==> config.mk <==
export PLATFORM = sky130hd
export DESIGN_NAME = rsdc_config_regs
export DESIGN_NICKNAME = d
export VERILOG_FILES = /design/src/design/rsdc_config_regs.v
export VERILOG_INCLUDE_DIRS = /design/src /design/src/design
export SDC_FILE = /design/constraint.sdc
export NUM_CORES = 1
export LEC_CHECK = 0
export ABC_AREA = 1
export BUFFER_PORTS_ARGS = -buffer_cell sky130_fd_sc_hd__buf_2
export CORE_AREA = 2 2 124 126
export DETAILED_ROUTE_END_ITERATION = 12
export DIE_AREA = 0 0 126 128
export HOLD_SLACK_MARGIN = 0.03
export PLACE_DENSITY = 0.49
export SLEW_MARGIN = 20
export SYNTH_ARGS = -nofsm -noshare
export SYNTH_HDL_FRONTEND = slang
export SYNTH_SLANG_ARGS = --single-unit
==> constraint.sdc <==
create_clock -name core_clk -period 3.2 [get_ports core_clk]
set_input_delay 0.64 -clock core_clk [delete_from_list [all_inputs] [get_ports core_clk]]
set_output_delay 0.64 -clock core_clk [all_outputs]
set_load 0.05 [all_outputs]
==> src/design/rsdc_defines.vh <==
// register offsets, field positions and reset values of the receive synthesizer config bank
`ifndef RSDC_DEFINES_VH
`define RSDC_DEFINES_VH
`define RSDC_ADDR_OCTAVE 8'hC0
`define RSDC_ADDR_MAIN_HIGH 8'hC1
`define RSDC_ADDR_MAIN_LOW 8'hC2
`define RSDC_ADDR_FRAC_UPPER 8'hC3
`define RSDC_ADDR_FRAC_MIDDLE 8'hC4
`define RSDC_ADDR_FRAC_LOWER 8'hC5
`define RSDC_ADDR_WINDOW_CTRL 8'hC6
`define RSDC_ADDR_LOSS_CTRL 8'hD1
`define RSDC_RST_OCTAVE 8'h00
`define RSDC_RST_MAIN_HIGH 8'h01
`define RSDC_RST_MAIN_LOW 8'h00
`define RSDC_RST_FRAC_UPPER 8'h80
`define RSDC_RST_FRAC_MIDDLE 8'h00
`define RSDC_RST_FRAC_LOWER 8'h00
`define RSDC_RST_WINDOW_CTRL 8'h0C
`define RSDC_RST_LOSS_CTRL 8'h0D
`define RSDC_MASK_OCTAVE 8'h07
`define RSDC_MASK_MAIN_HIGH 8'h01
`define RSDC_MASK_FRAC_UPPER 8'hBF
`define RSDC_MASK_WINDOW_CTRL 8'h3F
`define RSDC_MASK_LOSS_CTRL 8'hFF
`define RSDC_BIT_INTEGER_ONLY 7
`define RSDC_BIT_MANUAL_WINDOW 3
`define RSDC_BIT_WINDOW_SOURCE 4
`define RSDC_BIT_AUTO_WINDOW 5
`define RSDC_BIT_LOSS_ENABLE 0
`define RSDC_WIN_2000PPM 3'h3
`define RSDC_WIN_1000PPM 3'h4
`define RSDC_WIN_500PPM 3'h5
`define RSDC_WIN_250PPM 3'h6
`define RSDC_PPM_ZERO 12'h000
`define RSDC_PPM_2000 12'h7D0
`define RSDC_PPM_1000 12'h3E8
`define RSDC_PPM_500 12'h1F4
`define RSDC_PPM_250 12'h0FA
`endif

==> src/design/rsdc_config_regs.v <==
// receive synthesizer divider and recovery window configuration register bank
`timescale 1ns/1ns
`default_nettype none
`include "rsdc_defines.vh"

module rsdc_config_regs (
  input wire core_clk,
  input wire rst,
  input wire reg_wr_en,
  input wire reg_rd_en,
  input wire [7:0] reg_addr,
  input wire [7:0] reg_wr_data,
  output reg [7:0] reg_rd_data,
  output reg reg_rd_hit,
  input wire window_select_pin,
  output reg [6:0] octave_ratio,
  output reg [8:0] main_ratio,
  output reg [21:0] fraction_value,
  output reg no_fraction_flag,
  output reg [11:0] window_ppm,
  output reg window_manual_active,
  output reg auto_window_enable,
  output reg signal_loss_detect_enable
);

  localparam REG_COUNT = 8;
  localparam IDX_OCTAVE = 0;
  localparam IDX_MAIN_HIGH = 1;
  localparam IDX_MAIN_LOW = 2;
  localparam IDX_FRAC_UPPER = 3;
  localparam IDX_FRAC_MIDDLE = 4;
  localparam IDX_FRAC_LOWER = 5;
  localparam IDX_WINDOW_CTRL = 6;
  localparam IDX_LOSS_CTRL = 7;

  // reset levels of the decoded outputs follow the register reset values
  localparam [6:0] OCTAVE_RATIO_RST = 7'h01;
  localparam [8:0] MAIN_RATIO_RST = 9'h100;
  localparam [6:0] OCTAVE_RATIO_MAX = 7'h40;

  // all eight stored bytes side by side, one slice per register
  wire [8*REG_COUNT-1:0] bank_flat;
  wire [REG_COUNT-1:0] addr_sel;
  wire [REG_COUNT-1:0] wr_sel;
  wire [REG_COUNT-1:0] rd_sel;
  wire [7:0] octave_byte;
  wire [7:0] main_high_byte;
  wire [7:0] main_low_byte;
  wire [7:0] frac_upper_byte;
  wire [7:0] frac_middle_byte;
  wire [7:0] frac_lower_byte;
  wire [7:0] window_ctrl_byte;
  wire [7:0] loss_ctrl_byte;
  wire [2:0] octave_ratio_code;
  wire main_ratio_top_bit;
  wire [7:0] main_ratio_low_byte;
  wire [5:0] fraction_upper_bits;
  wire [7:0] fraction_middle_bits;
  wire [7:0] fraction_lower_bits;
  wire integer_only_select;
  wire [2:0] window_size_code;
  wire manual_window_select;
  wire window_control_source;
  wire auto_window_field;
  wire loss_enable_field;

  reg [7:0] rd_data_d;
  reg rd_hit_d;
  reg mode_sel;
  reg [6:0] octave_ratio_d;
  reg [8:0] main_ratio_d;
  reg [21:0] fraction_value_d;
  reg [11:0] window_ppm_d;
  integer ri;

  // one-hot register select; shared by the write and the read path
  function [REG_COUNT-1:0] rsdc_sel_of;
    input [7:0] addr;
    begin
      case (addr)
        `RSDC_ADDR_OCTAVE: rsdc_sel_of = 8'h01;
        `RSDC_ADDR_MAIN_HIGH: rsdc_sel_of = 8'h02;
        `RSDC_ADDR_MAIN_LOW: rsdc_sel_of = 8'h04;
        `RSDC_ADDR_FRAC_UPPER: rsdc_sel_of = 8'h08;
        `RSDC_ADDR_FRAC_MIDDLE: rsdc_sel_of = 8'h10;
        `RSDC_ADDR_FRAC_LOWER: rsdc_sel_of = 8'h20;
        `RSDC_ADDR_WINDOW_CTRL: rsdc_sel_of = 8'h40;
        `RSDC_ADDR_LOSS_CTRL: rsdc_sel_of = 8'h80;
        default: rsdc_sel_of = 8'h00;
      endcase
    end
  endfunction

  function [7:0] rsdc_rst_of;
    input integer idx;
    begin
      case (idx)
        IDX_OCTAVE: rsdc_rst_of = `RSDC_RST_OCTAVE;
        IDX_MAIN_HIGH: rsdc_rst_of = `RSDC_RST_MAIN_HIGH;
        IDX_MAIN_LOW: rsdc_rst_of = `RSDC_RST_MAIN_LOW;
        IDX_FRAC_UPPER: rsdc_rst_of = `RSDC_RST_FRAC_UPPER;
        IDX_FRAC_MIDDLE: rsdc_rst_of = `RSDC_RST_FRAC_MIDDLE;
        IDX_FRAC_LOWER: rsdc_rst_of = `RSDC_RST_FRAC_LOWER;
        IDX_WINDOW_CTRL: rsdc_rst_of = `RSDC_RST_WINDOW_CTRL;
        IDX_LOSS_CTRL: rsdc_rst_of = `RSDC_RST_LOSS_CTRL;
        default: rsdc_rst_of = 8'h00;
      endcase
    end
  endfunction

  // reserved bits are cleared on write so they always read zero
  function [7:0] rsdc_mask_of;
    input integer idx;
    begin
      case (idx)
        IDX_OCTAVE: rsdc_mask_of = `RSDC_MASK_OCTAVE;
        IDX_MAIN_HIGH: rsdc_mask_of = `RSDC_MASK_MAIN_HIGH;
        IDX_MAIN_LOW: rsdc_mask_of = 8'hFF;
        IDX_FRAC_UPPER: rsdc_mask_of = `RSDC_MASK_FRAC_UPPER;
        IDX_FRAC_MIDDLE: rsdc_mask_of = 8'hFF;
        IDX_FRAC_LOWER: rsdc_mask_of = 8'hFF;
        IDX_WINDOW_CTRL: rsdc_mask_of = `RSDC_MASK_WINDOW_CTRL;
        IDX_LOSS_CTRL: rsdc_mask_of = `RSDC_MASK_LOSS_CTRL;
        default: rsdc_mask_of = 8'h00;
      endcase
    end
  endfunction

  // undefined size codes map to zero ppm rather than guessing a width
  function [11:0] rsdc_ppm_of;
    input [2:0] code;
    begin
      case (code)
        `RSDC_WIN_2000PPM: rsdc_ppm_of = `RSDC_PPM_2000;
        `RSDC_WIN_1000PPM: rsdc_ppm_of = `RSDC_PPM_1000;
        `RSDC_WIN_500PPM: rsdc_ppm_of = `RSDC_PPM_500;
        `RSDC_WIN_250PPM: rsdc_ppm_of = `RSDC_PPM_250;
        default: rsdc_ppm_of = `RSDC_PPM_ZERO;
      endcase
    end
  endfunction

  assign addr_sel = rsdc_sel_of(reg_addr);
  assign wr_sel = reg_wr_en ? addr_sel : {REG_COUNT{1'b0}};
  assign rd_sel = reg_rd_en ? addr_sel : {REG_COUNT{1'b0}};

  // same storage cell for every byte; only reset value and mask differ
  genvar gi;
  generate
    for (gi = 0; gi < REG_COUNT; gi = gi + 1) begin : g_bank
      localparam [7:0] RST_VAL = rsdc_rst_of(gi);
      localparam [7:0] KEEP_MASK = rsdc_mask_of(gi);
      reg [7:0] byte_q;
      always @(posedge core_clk or posedge rst) begin
        if (rst) begin
          byte_q <= RST_VAL;
        end else if (wr_sel[gi]) begin
          byte_q <= reg_wr_data & KEEP_MASK;
        end
      end
      assign bank_flat[gi*8 +: 8] = byte_q;
    end
  endgenerate

  assign octave_byte = bank_flat[IDX_OCTAVE*8 +: 8];
  assign main_high_byte = bank_flat[IDX_MAIN_HIGH*8 +: 8];
  assign main_low_byte = bank_flat[IDX_MAIN_LOW*8 +: 8];
  assign frac_upper_byte = bank_flat[IDX_FRAC_UPPER*8 +: 8];
  assign frac_middle_byte = bank_flat[IDX_FRAC_MIDDLE*8 +: 8];
  assign frac_lower_byte = bank_flat[IDX_FRAC_LOWER*8 +: 8];
  assign window_ctrl_byte = bank_flat[IDX_WINDOW_CTRL*8 +: 8];
  assign loss_ctrl_byte = bank_flat[IDX_LOSS_CTRL*8 +: 8];

  assign octave_ratio_code = octave_byte[2:0];
  assign main_ratio_top_bit = main_high_byte[0];
  assign main_ratio_low_byte = main_low_byte;
  assign fraction_upper_bits = frac_upper_byte[5:0];
  assign fraction_middle_bits = frac_middle_byte;
  assign fraction_lower_bits = frac_lower_byte;
  assign integer_only_select = frac_upper_byte[`RSDC_BIT_INTEGER_ONLY];
  assign window_size_code = window_ctrl_byte[2:0];
  assign manual_window_select = window_ctrl_byte[`RSDC_BIT_MANUAL_WINDOW];
  assign window_control_source = window_ctrl_byte[`RSDC_BIT_WINDOW_SOURCE];
  assign auto_window_field = window_ctrl_byte[`RSDC_BIT_AUTO_WINDOW];
  assign loss_enable_field = loss_ctrl_byte[`RSDC_BIT_LOSS_ENABLE];

  // read mux; unmapped addresses answer zero with no hit
  always @* begin
    rd_data_d = 8'h00;
    rd_hit_d = 1'b0;
    for (ri = 0; ri < REG_COUNT; ri = ri + 1) begin
      if (rd_sel[ri]) begin
        rd_data_d = bank_flat[ri*8 +: 8];
        rd_hit_d = 1'b1;
      end
    end
  end

  // data holds until the next read so a slow host can pick it up late
  always @(posedge core_clk or posedge rst) begin
    if (rst) begin
      reg_rd_data <= 8'h00;
    end else if (reg_rd_en) begin
      reg_rd_data <= rd_data_d;
    end
  end

  always @(posedge core_clk or posedge rst) begin
    if (rst) begin
      reg_rd_hit <= 1'b0;
    end else begin
      reg_rd_hit <= rd_hit_d;
    end
  end

  always @* begin
    if (window_control_source) begin
      mode_sel = manual_window_select;
    end else begin
      mode_sel = window_select_pin;
    end
  end

  // code 111 is undefined; it is held at the largest ratio
  always @* begin
    case (octave_ratio_code)
      3'h7: octave_ratio_d = OCTAVE_RATIO_MAX;
      default: octave_ratio_d = OCTAVE_RATIO_RST << octave_ratio_code;
    endcase
  end

  always @* begin
    main_ratio_d = {main_ratio_top_bit, main_ratio_low_byte};
  end

  // forced to zero so the divider never sees a stale fraction in integer mode
  always @* begin
    if (integer_only_select) begin
      fraction_value_d = 22'h000000;
    end else begin
      fraction_value_d = {fraction_upper_bits, fraction_middle_bits, fraction_lower_bits};
    end
  end

  always @* begin
    if (mode_sel) begin
      window_ppm_d = rsdc_ppm_of(window_size_code);
    end else begin
      window_ppm_d = `RSDC_PPM_ZERO;
    end
  end

  // decoded settings registered so the analog side sees glitch-free levels
  always @(posedge core_clk or posedge rst) begin
    if (rst) begin
      octave_ratio <= OCTAVE_RATIO_RST;
    end else begin
      octave_ratio <= octave_ratio_d;
    end
  end

  always @(posedge core_clk or posedge rst) begin
    if (rst) begin
      main_ratio <= MAIN_RATIO_RST;
    end else begin
      main_ratio <= main_ratio_d;
    end
  end

  always @(posedge core_clk or posedge rst) begin
    if (rst) begin
      fraction_value <= 22'h000000;
      no_fraction_flag <= 1'b1;
    end else begin
      fraction_value <= fraction_value_d;
      no_fraction_flag <= integer_only_select;
    end
  end

  always @(posedge core_clk or posedge rst) begin
    if (rst) begin
      window_ppm <= `RSDC_PPM_ZERO;
      window_manual_active <= 1'b0;
    end else begin
      window_ppm <= window_ppm_d;
      window_manual_active <= mode_sel;
    end
  end

  always @(posedge core_clk or posedge rst) begin
    if (rst) begin
      auto_window_enable <= 1'b0;
      signal_loss_detect_enable <= 1'b1;
    end else begin
      auto_window_enable <= auto_window_field;
      signal_loss_detect_enable <= loss_enable_field;
    end
  end

endmodule
`default_nettype wire

==> summary.md <==
| Metric | Value |
|---|---|
| Hold_ws | `0.3372 ns` |
| Multi-input logic area | `1316 um2` |
| DRC viols | `0` |
| Post-CTS resize count | `0` |
| Reg power frac | `0.505` |
| Gate Count Post-Synth | `462` |
| Skew-Pair Late Insertion Delay | `0.34 ns` |
| Power per cell area | `563.1 nW/um2` |
| Synthesized-area fraction occupied by adder cells | `0` |
| CP max stage delay | `0.53 ns` |
| Worst Path Arrival | `1.12 ns` |
| Tot GR Track Use | `0.1442` |
| Grt total ovfl | `0` |
| Fillers | `1567` |
| Mean Syn Cell Area | `9.398 um2` |
| Post-synth ARST share | `1.000` |
| # H-tree levels | `3` |
| Row cnt | `45` |
| Register area share after synthesis | `0.6314` |
| Cts hold-fix bufs | `0` |
| CTS Sinks | `109` |
| Synth area leader | `dfrtp_1` |
| Worst r2r src | `frac_upper_byte[7]$_DFFE_PP1P_` |
| Maximum vdd ir drop | `226.3 uV` |
| Mux cell area share after synthesis | `0` |
| Register area | `2741 um2` |
| Stages on the worst setup path | `1` |
| Final Hold Fails | `0` |
| Largest net degree at the start of global routing | `46` |
| Most common cell in the netlist | `nand2_1` |
| Cell internal pwr | `0.002151 W` |
| Synth Area in Compound Gates | `0.07723` |
| Startpoint types | `flip-flop` |
| Comb power frac | `0.112` |
| RR Endpoint | `reg_rd_data[7]$_DFFE_PP0P_` |
| Vias in the first global route | `3198` |
| Ant diodes | `0` |
| Total CTS buffers | `9` |
| Full die area | `16130 um2` |
| Status | `finished, final reports clean` |
| Die Span X | `126 um` |
| Post-synth top cells | `114 x nand2_1, 98 x dfrtp_1, 50 x inv_1, 50 x nor2_1, 31 x o21ai_0` |
| Net Sw Frac | `0.2733` |
| Final setup vio count | `0` |
| Worst-margin pin slew | `0.5549 ns` |
| Synth Area in XOR/XNOR | `0` |
| Max-slew headroom | `0.6276` |
| TritonRoute pass-1 iters | `4` |
| Clock power share | `0.383` |
| Class of the worst hold path | `in2async` |
| Max Cap Viol | `0` |
| Routability cong. | `0.9509` |
| Initial drt markers | `189` |
| Critical Path Sink Type | `output pin` |
| Area contributors post-synth | `dfrtp_1 56%, nand2_1 9.9%, dfstp_2 6.7%` |
| Detailed Place HPWL | `8224 um` |
| Max-slew violation count | `0` |
| Min Tclk post-route | `1.764 ns` |
| Crit-path slowest cell | `dfstp_2` |
| Final WL | `11090 um` |
| Main combinational cell family by area after synthesis | `simple AND/OR/NAND/NOR gates` |
| # nets final | `563` |
| Worst Skew | `0.006580 ns` |
| Root Driver | `clkbuf_16` |
| P_sw | `0.0008090 W` |
| WP buf/inv | `1` |
| FF-to-FF setup slack | `1.86 ns` |
| CORE AREA | `14860 um2` |
| Mapped cell area | `4342 um2` |
| Area grow syn2layout | `21.07%` |
| Tcrit/Tclk final | `0.5513` |
| R2R depth | `6` |
| Synth warnings | `0` |
| Wire per inst | `15.09 um` |
| Reg clk slew, reported paths | `0.07 ns` |
| Worst Path Required | `2.56 ns` |
| Post-CTS setup buffers | `0` |
| Max Clock Freq | `566.8 MHz` |
| Setup CP Type | `reg2out` |
| Layout cells sized above 1 | `0.2505` |
| Antenna Nets Post-Route | `0` |
| CTS max path bufs | `2` |
| Critical path cell sequence | `buf_2` |
| Leak | `2.704 nW` |
| EDFF count, synth | `0` |
| First-pass GRT wire length | `17750 um` |
| Yosys reg bits | `109` |
| Top cell type's share of synthesized area | `0.5648` |
| Post-DR vias/cell | `4.454` |
| Synth unique cells | `30` |
| Setup TNS | `0 ns` |
| Synth Area in Simple Gates | `0.2242` |
| CTS tree | `yes` |
| Via count | `3274` |
| IO Count | `84` |
| Top delay family on crit path | `flip-flops` |
| Initial antenna violation count | `0` |
| Unrepaired setup endpoints after global routing | `no` |
| IO buf count | `81` |
| CP Max Fanout | `1` |
| Starting Density | `0.2921` |
| Top_reg_cell synth | `dfrtp_1` |
| Die Y-Extent | `128 um` |
-- registers in the layout (all words and copies together) (netlist names), 7 cells and up --
name,cells
frac_lower_byte,8
frac_upper_byte,7
main_ratio,9
window_ppm,9
reg_rd_data,8
frac_middle_byte,8
g_bank.byte_q,26
octave_ratio,7
fraction_value,22
-- per-layer routing --
metal	vias up	wire (um)	GRT usage
met1	1562	5233	0.2068
li1	1612	-	-
met4	0	181	0.05430
met2	88	5110	0.2166
met5	-	0	0
met3	12	567	0.02880
-- per-stage QoR --
step                      utilization  power [W]  std cells  instance area (um2)  setup WS, ns
after floorplan                     -   0.001752        463                 4349         1.253
after global placement         0.3328   0.001854        719                 4947         1.211
after detailed placement       0.3328   0.001857        719                 4947         1.187
after CTS                      0.3536   0.003005        735                 5256         1.415
after global routing           0.3536   0.003085        735                 5256         1.343
final                          0.3536   0.002960        735                 5256         1.436
-- cells by family after synthesis --
group | after synthesis
AO/OA/AOI/OAI | 63
flip-flops | 109
other | 1
buffers and inverters | 72
AND/OR/NAND/NOR | 217
-- layout by cell type, fill, tap and decap left out, types with 2 or more instances in the layout --
cell and count:
conb_1 2, dfstp_2 11, o21ai_1 19, inv_1 49, inv_2 6, o211ai_1 2
clkinvlp_4 4, nor2_4 4, nand2_1 114, nand4_1 7, nor2_2 4, clkbuf_16 9
buf_2 81, nand3_1 18, dfrtp_1 98, buf_4 2, o21a_1 2, nor3_1 8
o21ai_0 31, nor3_2 2, nand3_2 3, a21oi_1 5, nand2_2 4, nor2_1 50
-- power groups by stage --
stage | logic, W | clock network [W] | registers [W]
after global routing | 0.000361 | 0.00122 | 0.00150
after global placement | 0.000334 | 0 | 0.00152
after detailed placement | 0.000337 | 0 | 0.00152
final | 0.000332 | 0.00113 | 0.00149
after CTS | 0.000338 | 0.00117 | 0.00149
after floorplan | 0.000122 | 0 | 0.00163
-- cell type report --
cell class	instances	share of cell area
inverter	56	0.04070
multi-input combinational	282	0.2504
clock buffer	10	0.04547
clock inverter	6	0.01333
sequential	109	0.5215
timing repair buffer	84	0.08379
tap	188	0.04475
-- how the worst max path moves through the flow --
stage | start | end | slack [ns]
after floorplan | rst | auto_window_enable$_DFF_PP0_ | 1.25
after global placement | reg_addr[4] | g_bank[6].byte_q[4]$_DFFE_PP0P_ | 1.21
after detailed placement | reg_addr[4] | g_bank[6].byte_q[4]$_DFFE_PP0P_ | 1.19
after CTS | signal_loss_detect_enable$_DFF_PP1_ | signal_loss_detect_enable | 1.42
after global routing | reg_addr[4] | g_bank[6].byte_q[5]$_DFFE_PP0P_ | 1.34
final | signal_loss_detect_enable$_DFF_PP1_ | signal_loss_detect_enable | 1.44
Note: power is estimated with default switching activity, not from simulation.
